File: config.mk
export PLATFORM = sky130hd
export DESIGN_NAME = drp_regs
export DESIGN_NICKNAME = d
export VERILOG_FILES = /design/src/design/drp_pkg.sv /design/src/design/drp_regs.sv
export SDC_FILE = /design/constraint.sdc
export NUM_CORES = 1
export LEC_CHECK = 0
export BUFFER_PORTS_ARGS = -buffer_cell sky130_fd_sc_hd__buf_4
export CORE_UTILIZATION = 60
export CTS_CLUSTER_DIAMETER = 80
export DETAILED_ROUTE_END_ITERATION = 16
export MAX_ROUTING_LAYER = met4
export PLACE_DENSITY = 0.77
export REMOVE_ABC_BUFFERS = 1
export SKIP_LAST_GASP = 1
export SLEW_MARGIN = 0
export SYNTH_ARGS = -nofsm -noshare
export SYNTH_HDL_FRONTEND = slang
export SYNTH_SLANG_ARGS = --single-unit
File: constraint.sdc
create_clock -name clk -period 3.3 [get_ports clk]
set_input_delay 0.165 -clock clk [delete_from_list [all_inputs] [get_ports clk]]
set_output_delay 0.165 -clock clk [all_outputs]
set_load 0.1 [all_outputs]
File: src/design/drp_pkg.sv
// package of constants and carriers for the dma register programming block
// Summary of operation
// byte writes load base and current together
// command register, cleared by reset or clear
// current address steps by one per transfer, up or down
// address hold freezes channel 0 in mem-mem
// count wraps to ffff raises terminal count
// autoinit restores after end; else count ffff after terminal count, count kept after external end
// mask bit sets on end without autoinit
// reset sets all masks; software edits them
// mask read: bits 0-3 masks, 4-7 ones
// mode write picks channel; read lows ones
// software request bits bypass mask, clear reset
// request read: bits 0-3, upper bits ones
// status low bits set on end, read clears
// status high bits show raw requests
// temporary register keeps last moved byte
// host access only when grant low settled
// host disables controller before reprogramming
// commands decoded from access, data ignored
// clear command resets byte pointer
// set command makes high byte first
// master clear acts as hardware reset; code keeps channel addresses, counts and modes, which reset clears
// clear mask command unmasks every channel
// mode read counter cleared, advances per read
// hold request raised; drive after grant
// pointer starts low, toggles per byte
// decode follows the command code table
package drp_pkg;
	localparam int DRP_NCH = 4;
	localparam logic [3:0] DRP_CMD_STAT = 4'h8;
	localparam logic [3:0] DRP_REQ = 4'h9;
	localparam logic [3:0] DRP_MASK1 = 4'hA;
	localparam logic [3:0] DRP_MODE = 4'hB;
	localparam logic [3:0] DRP_PTR = 4'hC;
	localparam logic [3:0] DRP_TEMP_MCLR = 4'hD;
	localparam logic [3:0] DRP_MCNT_CLRM = 4'hE;
	localparam logic [3:0] DRP_MASKALL = 4'hF;
	localparam int DRP_CMD_MEM2MEM = 0;
	localparam int DRP_CMD_AHOLD = 1;
	localparam int DRP_CMD_DISABLE = 2;
	localparam int DRP_MODE_AUTO = 4;
	localparam int DRP_MODE_DOWN = 5;
	localparam int DRP_SETBIT = 2;
	localparam logic [15:0] DRP_CNT_END = 16'hFFFF;
	localparam logic [3:0] DRP_UPPER_ONES = 4'hF;
	localparam logic [1:0] DRP_LOW_ONES = 2'h3;
	typedef struct packed {
		logic [15:0] base_addr;
		logic [15:0] base_cnt;
		logic [15:0] cur_addr;
		logic [15:0] cur_cnt;
		logic [5:0] mode;
	} drp_chan_t;
	typedef struct packed {
		drp_chan_t [DRP_NCH-1:0] ch;
		logic [7:0] cmd;
		logic [3:0] tc_flags;
		logic [3:0] req_flags;
		logic [3:0] soft_req;
		logic [3:0] mask;
		logic [7:0] temp;
		logic hi_byte;
		logic [1:0] mode_cnt;
		logic [2:0] grant_sync;
		logic grant_ok;
		logic [2:0] rd_sync;
		logic [2:0] wr_sync;
		logic [7:0] rdata;
		logic hold_req;
	} drp_state_t;
	typedef struct packed {
		logic xfer_done;
		logic [1:0] xfer_ch;
		logic ext_end;
		logic [1:0] end_ch;
		logic temp_load;
		logic [7:0] temp_byte;
	} drp_engine_t;
endpackage : drp_pkg

File: src/design/drp_regs.sv
// register file and command decoder of the four channel dma controller
`timescale 1ns/100ps
module drp_regs import drp_pkg::*; (
	input wire logic clk, // 20 MHz clock
	input wire logic nrst, // async reset, active low
	input wire logic chip_sel_n, // chip select, active low
	input wire logic io_read_strobe_n, // host read strobe, active low
	input wire logic io_write_strobe_n, // host write strobe, active low
	input wire logic [3:0] addr, // low address bits
	input wire logic [7:0] wdata, // host write data
	output logic [7:0] rdata, // host read data, registered
	input wire logic hold_grant, // hold acknowledge from host
	input wire logic [3:0] channel_request_in, // peripheral requests
	input wire drp_engine_t engine, // transfer events from engine
	output logic hold_request_out, // hold request to host
	output logic [3:0] req_pending, // unmasked and software requests
	output logic ctrl_disabled, // command bit 2
	output logic [7:0] command_q, // command register contents
	output logic bus_drive_ok // engine may drive buses
);
	drp_state_t s_r, s_nxt;
	logic rd_ev, wr_ev;
	logic [3:0] ext_req;

	function automatic logic [3:0] drp_onehot(input logic [1:0] c);
		drp_onehot = 4'h1 << c;
	endfunction : drp_onehot

	function automatic logic [15:0] drp_put(input logic [15:0] v,
		input logic hi, input logic [7:0] b);
		drp_put = hi ? {b, v[7:0]} : {v[15:8], b};
	endfunction : drp_put

	// strobes from pins: event on the agreed edge of stages two and three
	assign rd_ev = s_r.rd_sync[1] & ~s_r.rd_sync[2] & ~chip_sel_n
		& s_r.grant_ok;
	assign wr_ev = s_r.wr_sync[1] & ~s_r.wr_sync[2] & ~chip_sel_n
		& s_r.grant_ok;
	assign ext_req = channel_request_in;

	always_comb begin
		s_nxt = s_r;
		s_nxt.rd_sync = {s_r.rd_sync[1:0], ~io_read_strobe_n};
		s_nxt.wr_sync = {s_r.wr_sync[1:0], ~io_write_strobe_n};
		s_nxt.grant_sync = {s_r.grant_sync[1:0], hold_grant};
		// access allowed one edge after grant agreed low
		s_nxt.grant_ok = ~s_r.grant_sync[1] & ~s_r.grant_sync[2];
		s_nxt.req_flags = ext_req;
		// uses the latched request bits, so hold follows req_pending by one
		s_nxt.hold_req = (|((s_r.req_flags & ~s_r.mask) | s_r.soft_req))
			& ~s_r.cmd[DRP_CMD_DISABLE];
		// transfer side effects
		if (engine.xfer_done) begin
			for (int i = 0; i < DRP_NCH; i++) begin
				if (engine.xfer_ch == 2'(i)) begin
					if (!(i == 0 && s_r.cmd[DRP_CMD_MEM2MEM]
						&& s_r.cmd[DRP_CMD_AHOLD])) begin
						s_nxt.ch[i].cur_addr =
							s_r.ch[i].mode[DRP_MODE_DOWN] ?
							s_r.ch[i].cur_addr - 16'h0001 :
							s_r.ch[i].cur_addr + 16'h0001;
					end
					s_nxt.ch[i].cur_cnt = s_r.ch[i].cur_cnt - 16'h0001;
					if (s_r.ch[i].cur_cnt == 16'h0000) begin
						s_nxt.tc_flags[i] = 1'b1;
						if (s_r.ch[i].mode[DRP_MODE_AUTO]) begin
							s_nxt.ch[i].cur_addr = s_r.ch[i].base_addr;
							s_nxt.ch[i].cur_cnt = s_r.ch[i].base_cnt;
						end else begin
							s_nxt.mask[i] = 1'b1;
						end
						s_nxt.soft_req[i] = 1'b0;
					end
				end
			end
		end
		if (engine.ext_end) begin
			for (int i = 0; i < DRP_NCH; i++) begin
				if (engine.end_ch == 2'(i)) begin
					s_nxt.tc_flags[i] = 1'b1;
					if (s_r.ch[i].mode[DRP_MODE_AUTO]) begin
						s_nxt.ch[i].cur_addr = s_r.ch[i].base_addr;
						s_nxt.ch[i].cur_cnt = s_r.ch[i].base_cnt;
					end else begin
						s_nxt.mask[i] = 1'b1;
					end
				end
			end
		end
		if (engine.temp_load)
			s_nxt.temp = engine.temp_byte;
		// host reads
		if (rd_ev) begin
			if (!addr[3]) begin
				for (int i = 0; i < DRP_NCH; i++) begin
					if (addr[2:1] == 2'(i)) begin
						s_nxt.rdata = addr[0] ?
							(s_r.hi_byte ? s_r.ch[i].cur_cnt[15:8]
								: s_r.ch[i].cur_cnt[7:0]) :
							(s_r.hi_byte ? s_r.ch[i].cur_addr[15:8]
								: s_r.ch[i].cur_addr[7:0]);
					end
				end
				s_nxt.hi_byte = ~s_r.hi_byte;
			end else begin
				unique case (addr)
				DRP_CMD_STAT: begin
					s_nxt.rdata = {s_r.req_flags, s_r.tc_flags};
					// a flag set in this cycle survives the read
					s_nxt.tc_flags = s_nxt.tc_flags & ~s_r.tc_flags;
				end
				DRP_REQ: s_nxt.rdata = {DRP_UPPER_ONES, s_r.soft_req};
				DRP_MASK1: s_nxt.rdata = s_r.cmd;
				DRP_MODE: begin
					s_nxt.rdata = {s_r.ch[s_r.mode_cnt].mode,
						DRP_LOW_ONES};
					s_nxt.mode_cnt = s_r.mode_cnt + 2'h1;
				end
				DRP_PTR: s_nxt.hi_byte = 1'b1;
				DRP_TEMP_MCLR: s_nxt.rdata = s_r.temp;
				DRP_MCNT_CLRM: s_nxt.mode_cnt = 2'h0;
				DRP_MASKALL: s_nxt.rdata = {DRP_UPPER_ONES, s_r.mask};
				default: s_nxt.rdata = s_r.rdata;
				endcase
			end
		end
		// host writes
		if (wr_ev) begin
			if (!addr[3]) begin
				for (int i = 0; i < DRP_NCH; i++) begin
					if (addr[2:1] == 2'(i)) begin
						if (addr[0]) begin
							s_nxt.ch[i].base_cnt =
								drp_put(s_r.ch[i].base_cnt, s_r.hi_byte, wdata);
							s_nxt.ch[i].cur_cnt =
								drp_put(s_r.ch[i].cur_cnt, s_r.hi_byte, wdata);
						end else begin
							s_nxt.ch[i].base_addr =
								drp_put(s_r.ch[i].base_addr, s_r.hi_byte, wdata);
							s_nxt.ch[i].cur_addr =
								drp_put(s_r.ch[i].cur_addr, s_r.hi_byte, wdata);
						end
					end
				end
				s_nxt.hi_byte = ~s_r.hi_byte;
			end else begin
				unique case (addr)
				DRP_CMD_STAT: s_nxt.cmd = wdata;
				DRP_REQ: begin
					if (wdata[DRP_SETBIT])
						s_nxt.soft_req = s_nxt.soft_req | drp_onehot(wdata[1:0]);
					else
						s_nxt.soft_req = s_r.soft_req & ~drp_onehot(wdata[1:0]);
				end
				DRP_MASK1: begin
					if (wdata[DRP_SETBIT])
						s_nxt.mask = s_nxt.mask | drp_onehot(wdata[1:0]);
					else
						s_nxt.mask = s_r.mask & ~drp_onehot(wdata[1:0]);
				end
				DRP_MODE: begin
					for (int i = 0; i < DRP_NCH; i++) begin
						if (wdata[1:0] == 2'(i))
							s_nxt.ch[i].mode = wdata[7:2];
					end
				end
				DRP_PTR: s_nxt.hi_byte = 1'b0;
				DRP_TEMP_MCLR: begin
					s_nxt.cmd = 8'h00;
					s_nxt.tc_flags = 4'h0;
					s_nxt.req_flags = 4'h0;
					s_nxt.soft_req = 4'h0;
					s_nxt.temp = 8'h00;
					s_nxt.hi_byte = 1'b0;
					s_nxt.mode_cnt = 2'h0;
					s_nxt.mask = 4'hF;
				end
				DRP_MCNT_CLRM: s_nxt.mask = 4'h0;
				DRP_MASKALL: s_nxt.mask = wdata[3:0];
				default: s_nxt.cmd = s_r.cmd;
				endcase
			end
		end
	end

	always_ff @(posedge clk or negedge nrst) begin
		if (!nrst) begin
			s_r <= '0;
			s_r.mask <= 4'hF;
			s_r.grant_sync <= 3'h7;
		end else begin
			s_r <= s_nxt;
		end
	end

	assign rdata = s_r.rdata;
	assign hold_request_out = s_r.hold_req;
	assign req_pending = (s_r.req_flags & ~s_r.mask) | s_r.soft_req;
	assign ctrl_disabled = s_r.cmd[DRP_CMD_DISABLE];
	assign command_q = s_r.cmd;
	assign bus_drive_ok = s_r.hold_req & s_r.grant_sync[1]
		& s_r.grant_sync[2];
endmodule : drp_regs

**Yosys cells after proc, flatten, opt, wreduce, memory -nomap -nowiden**

Cells that the tools add are included.

- Multipliers: 0
- Reduce and logical (&&, ||, !) cells: 35
- Equality and inequality tests: 37
- Bitwise operators: 31
- Shift operators: 1
- Add/sub/neg operators: 13
- Mux-type cells: 159
- $lt $le $gt $ge: 1
- Divide/modulo/power cells: 0

Operators by type and width:

| cell | number |
|---|---|
| $mux W32 | 30 |
| $mux W16 | 26 |
| $mux W64 | 6 |
| $mux W283 | 1 |
| $mux W8 | 21 |
| $bmux W70 S2 | 1 |
| $sub A16 B1 Y16 const B | 8 |
| $ne A5 B5 Y1 const B | 16 |
| $reduce_and A5 Y1 | 16 |
| $mux W6 | 12 |
| $add A16 B1 Y16 const B | 4 |
| $logic_not A16 Y1 | 4 |
| $pmux W8 S6 | 1 |
| $mux W1 | 44 |
| $mux W38 | 1 |
| $eq A4 B4 Y1 const B | 8 |
| $mux W4 | 8 |
| $and A4 B4 Y4 | 4 |
| $eq A2 B2 Y1 const B | 8 |
| $pmux W4 S4 | 1 |
| $pmux W8 S2 | 1 |
| $reduce_and A4 Y1 | 4 |
| $not A4 Y4 | 3 |
| $or A4 B4 Y4 | 3 |
| other kinds (18) | 46 |

- Logic and storage cells: 327
- ROM bits: 0
- Register bits: 334
- Output and inout port bits: 23
- Bits in latches: 0
- Memory bits (writable): 0
- Memories: 0

**Longest topological paths before layout**

- Word-level depth: 14
- Depth in mapped cells: 12

**Worst setup path after synthesis**

OpenSTA, ideal clock, no wires.

- Kind: reg-to-reg
- Start: register s_r[199] (netlist name)
- End: register s_r[231] (netlist name)
- Cell stages (with the launch flop): 10
- Library setup time: 82 ps
- Slack: 477 ps
- Period minus slack after synthesis: 2823 ps
- Arrival time: 2742 ps
- Cell sequence: dfrtp_1 ha_1 a211o_1 a211o_1 a2bb2oi_1 o41ai_2 and3_1 nor3_1 or3_1 a31oi_1

- Longest elaborated chain between the ends: 12

Ends and longest elaborated chain:

| element | line | RTL |
|---|---|---|
| from (decl) | drp_regs.sv:21 | `drp_state_t s_r, s_nxt;` |
| from (signal assigned) | drp_regs.sv:192 | `s_r <= s_nxt;` |
| $mux W16 (*) | drp_regs.sv:59 | `s_r.ch[i].mode[DRP_MODE_DOWN] ?` |
| $mux W32 | drp_regs.sv:66 | `if (s_r.ch[i].mode[DRP_MODE_AUTO]) begin` |
| $mux W32 (*) | drp_regs.sv:64 | `if (s_r.ch[i].cur_cnt == 16'h0000) begin` |
| $mux W32 (*) | drp_regs.sv:55 | `if (engine.xfer_ch == 2'(i)) begin` |
| $mux W32 (*) | drp_regs.sv:53 | `if (engine.xfer_done) begin` |
| $mux W32 | drp_regs.sv:81 | `if (s_r.ch[i].mode[DRP_MODE_AUTO]) begin` |
| $mux W32 | drp_regs.sv:79 | `if (engine.end_ch == 2'(i)) begin` |
| $mux W32 (*) | drp_regs.sv:77 | `if (engine.ext_end) begin` |
| $mux W16 | drp_regs.sv:132 | `if (addr[0]) begin` |
| $mux W64 | drp_regs.sv:131 | `if (addr[2:1] == 2'(i)) begin` |
| $mux W64 | drp_regs.sv:129 | `if (!addr[3]) begin` |
| $mux W283 (*) | drp_regs.sv:128 | `if (wr_ev) begin` |

Mark *: on every way between the ends. The rest lies on a longest branch, timed or not.
A chain may end at the register's enable or synchronous reset.

**Final worst setup path**

Ends and elaborated chain as after synthesis.

==> key figures <==
Detailed routing
  – Number of design rule violations left after detail routing: 0
  – Via-to-Cell Ratio: 7.21
  – Final wirelength: 75.6 mm
  – Number of nets with antenna violations after detailed routing: 0
  – Number of iterations in the first detailed-routing pass: 8
  – Routed len/inst: 26.4 microns
  – Number of DRC markers after the initial detailed-route iteration: 2945
  – DR vias: 20600

Clock network
  – Clk buf depth: 3
  – Maximum level of the CTS H-tree: 2
  – Clock root buffer: sky130_fd_sc_hd__clkbuf_16
  – Clock insertion delay at the later pin of the skew report: 0.54 ns
  – CTS tree: built
  – TritonCTS Buffers: 39
  – Clock-pin slew on the worst setup and hold paths: 0.06 ns
  – Sink Count: 334

Yosys
  – Most repeated cell in the gate-level netlist after synthesis: sky130_fd_sc_hd__dfrtp_1
  – Number of synthesized register bits: 334
  – Ys flop type: sky130_fd_sc_hd__dfrtp_1
  – Post-synthesis cell type with the largest combined area: sky130_fd_sc_hd__dfrtp_1
  – Synth cell count leaders: sky130_fd_sc_hd__dfrtp_1, sky130_fd_sc_hd__a21oi_1, sky130_fd_sc_hd__nand2_1, sky130_fd_sc_hd__o21ai_0, sky130_fd_sc_hd__nor2_1
  – Cells taking the most area after synthesis: sky130_fd_sc_hd__dfrtp_1, sky130_fd_sc_hd__mux2_2, sky130_fd_sc_hd__a21oi_1
  – Share of synthesized area occupied by flip-flops and latches: 38.7%
  – Post-Synthesis Cells: 2327
  – Mean post-synth cell area: 9.29 sq um
  – Number of synthesized flops with an enable pin: 0
  – Fraction of registers with async set or reset after synthesis: 100%
  – Area fraction of the dominant cell type after synthesis: 37.8%
  – Distinct cell type count of the synthesized netlist: 80
  – Cell area after technology mapping: 21600 sq um
  – Number of warnings printed during yosys synthesis: 0

Floorplan
  – Std-Cell Rows: 69
  – Core area: 35500 sq um
  – Starting utilization of the core area: 60.9%
  – DIE AREA: 36800 sq um
  – Top Ports: 60
  – Die extent in x: 192 microns
  – Die Span Y: 192 microns

STA
  – Largest clock skew in the final design: 0.0128 ns
  – Achievable Freq: 322 MHz
  – Total of endpoints with negative setup slack in the final report: 0
  – Total Negative Setup Slacks: 0 ns
  – Relative max-transition margin: 9.53%
  – RSZ-0062 raised after global routing: no
  – Number of pins exceeding their max-slew limit in the final report: 0
  – Smallest setup slack after layout: 0.190 ns
  – Period minus WS final: 3.11 ns
  – Actual slew at the worst max-slew pin: 1.35 ns
  – Portion of the clock cycle consumed by the worst path in the final layout: 94.2%
  – Final hold viol count: 0

Worst setup path
  – CP Data Arrival Time: 3.56 ns
  – Startpoint kind of the worst setup timing path: register
  – Critical setup path kind: register to register
  – Data required time at the worst endpoint: 3.75 ns
  – Biggest fanout along the worst timing path: 11
  – Cells on worst reg2reg path: 9
  – Type of destination of the critical path: register

Place
  – Count of port buffers added during placement: 59
  – Placed cell count: 2769
  – Area post-placement: 22700 sq um
  – Post-detailed-placement half-perimeter wirelength: 51.4 mm
  – Routability congestion estimate: 1.04
  – Placement Setup Slack: 0.241 ns

Finish
  – Non-filler cells in the finished layout: 2857
  – Final nets: 2474
  – Layout Area Growth over Synthesis: 12.1%
  – Share of final-layout standard cells stronger than drive strength 1: 18.4%
  – Area of all placed cells without fillers: 24200 sq um

GRT
  – Maximum number of pins on one net before global-route repair: 90
  – Total congestion overflow: 0
  – Global-route wire length before repair: 116 mm
  – Initial antenna violation count: 4
  – Global-route total usage across every layer: 42.7%
  – Number of global-route vias before repair: 19600

Power and ir drop
  – Design Power: 0.0164 W
  – VDD IR max: 0.000550 V
  – Leakage Power: 10.8 nW
  – Power per standard cell area: 676 nW/um^2

Hold path
  – Hold-critical path depth: 3
  – Worst hold path class: primary input to register

Run
  – Max Cap Viol: 0

Run status
  – Run status: complete, no violations
## metrics by stage
stage | hold slack (ns) | util, %
2_1_floorplan | -0.131 | -
3_3_place_gp | 0.240 | 63.9
3_5_place_dp | 0.239 | 63.9
4_1_cts | 0.00432 | 68.3
5_1_grt | 0.0237 | 68.3
6_report | 0.00930 | 68.3
## registers in the layout, summed over array words and instances, names as in the netlist
signal / flops
s_r: 311
command_q: 8
rdata: 8
s_nxt: 6
hold_request_out: 1
## critical path, stage by stage, from the launching register on
cell                        delay [ns]
sky130_fd_sc_hd__dfrtp_1          0.70
sky130_fd_sc_hd__ha_1             0.39
sky130_fd_sc_hd__a211o_1          0.33
sky130_fd_sc_hd__a211o_1          0.27
sky130_fd_sc_hd__a2bb2oi_1        0.15
sky130_fd_sc_hd__o41ai_2          0.38
sky130_fd_sc_hd__and3_1           0.23
sky130_fd_sc_hd__nor3_1           0.06
sky130_fd_sc_hd__or3_1            0.31
sky130_fd_sc_hd__a31oi_1          0.20
## where the power goes
| group | switching [W] | internal (W) | total, W |
|---|---|---|---|
| combinational | 0.00329 | 0.00229 | 0.00558 |
| clock | 0.00180 | 0.00293 | 0.00473 |
| sequential | 0.00128 | 0.00482 | 0.00609 |
| total | 0.00636 | 0.0100 | 0.0164 |
## what timing repair did
item | 4_1_cts | 5_1_grt
hold endpoints to repair | 96 | 0
setup buffers | 0 | 0
resized for setup | 0 | 0
hold buffers | 16 | 0
## worst paths after layout
kind	start	endpoint	slack, ns
worst max-delay path	s_r[199]	s_r[231]	0.19
worst min-delay path	engine[8]	s_r[24]	0.009
worst max register to register	s_r[199]	s_r[231]	0.19
worst min register to register	s_nxt[10]	s_nxt[11]	0.35
max in group asynchronous	nrst	s_r[31]	2.14
min in group asynchronous	nrst	s_r[253]	0.22
## per-layer routing
metal | GRT usage (%) | up-vias | share of wire (%)
li1 | - | 8798 | -
met1 | 54.5 | 10000 | 38
met2 | 64.3 | 1450 | 45
met3 | 9.37 | 334 | 11
met4 | 21.0 | 0 | 5.7
met5 | - | - | 0
## final cells by class
| class | count | area (sq um) |
|---|---|---|
| Tap cell | 461 | 577 |
| Fill cell | 2795 | 11200 |
| Sequential cell | 334 | 8370 |
| Antenna cell | 2 | 5.00 |
| Timing Repair Buffer | 172 | 1390 |
| Multi-Input combinational cell | 1773 | 12300 |
| Clock inverter | 19 | 277 |
| Clock buffer | 51 | 1110 |
| Inverter | 45 | 169 |
## cell families (layout without fill, tap and decap cells)
group	count (synthesis)	in the layout	share of synthesized area, %
and+or+nand+nor	624	624	13.8
AOI/OAI and AO/OA	795	795	23.2
buffers and inverters	220	287	4.28
muxes	219	219	13.2
adders and majority gates	72	72	4.31
xor gates and xnor gates	63	63	2.55
DFF	334	334	38.7
other	0	2	0
## cell usage in the layout, fill, tap and decap left out, types with 34 or more instances in the layout
cell type                   netlist  routed
sky130_fd_sc_hd__nand3_1         49      49
sky130_fd_sc_hd__nor3_1          56      55
sky130_fd_sc_hd__nand2_1        205     205
sky130_fd_sc_hd__dfrtp_1        327     326
sky130_fd_sc_hd__a21oi_1        241     241
sky130_fd_sc_hd__ha_1            68      68
sky130_fd_sc_hd__mux2_2         148     148
sky130_fd_sc_hd__inv_1           45      45
sky130_fd_sc_hd__nor2_1         167     167
sky130_fd_sc_hd__o21ai_0        198     198
sky130_fd_sc_hd__clkbuf_16        0      41
sky130_fd_sc_hd__a221oi_1        37      37
sky130_fd_sc_hd__a31oi_1         42      42
sky130_fd_sc_hd__buf_4           19     151
sky130_fd_sc_hd__mux4_2          38      38
sky130_fd_sc_hd__a211oi_1        34      34
Power figures use the tool's default switching activity.
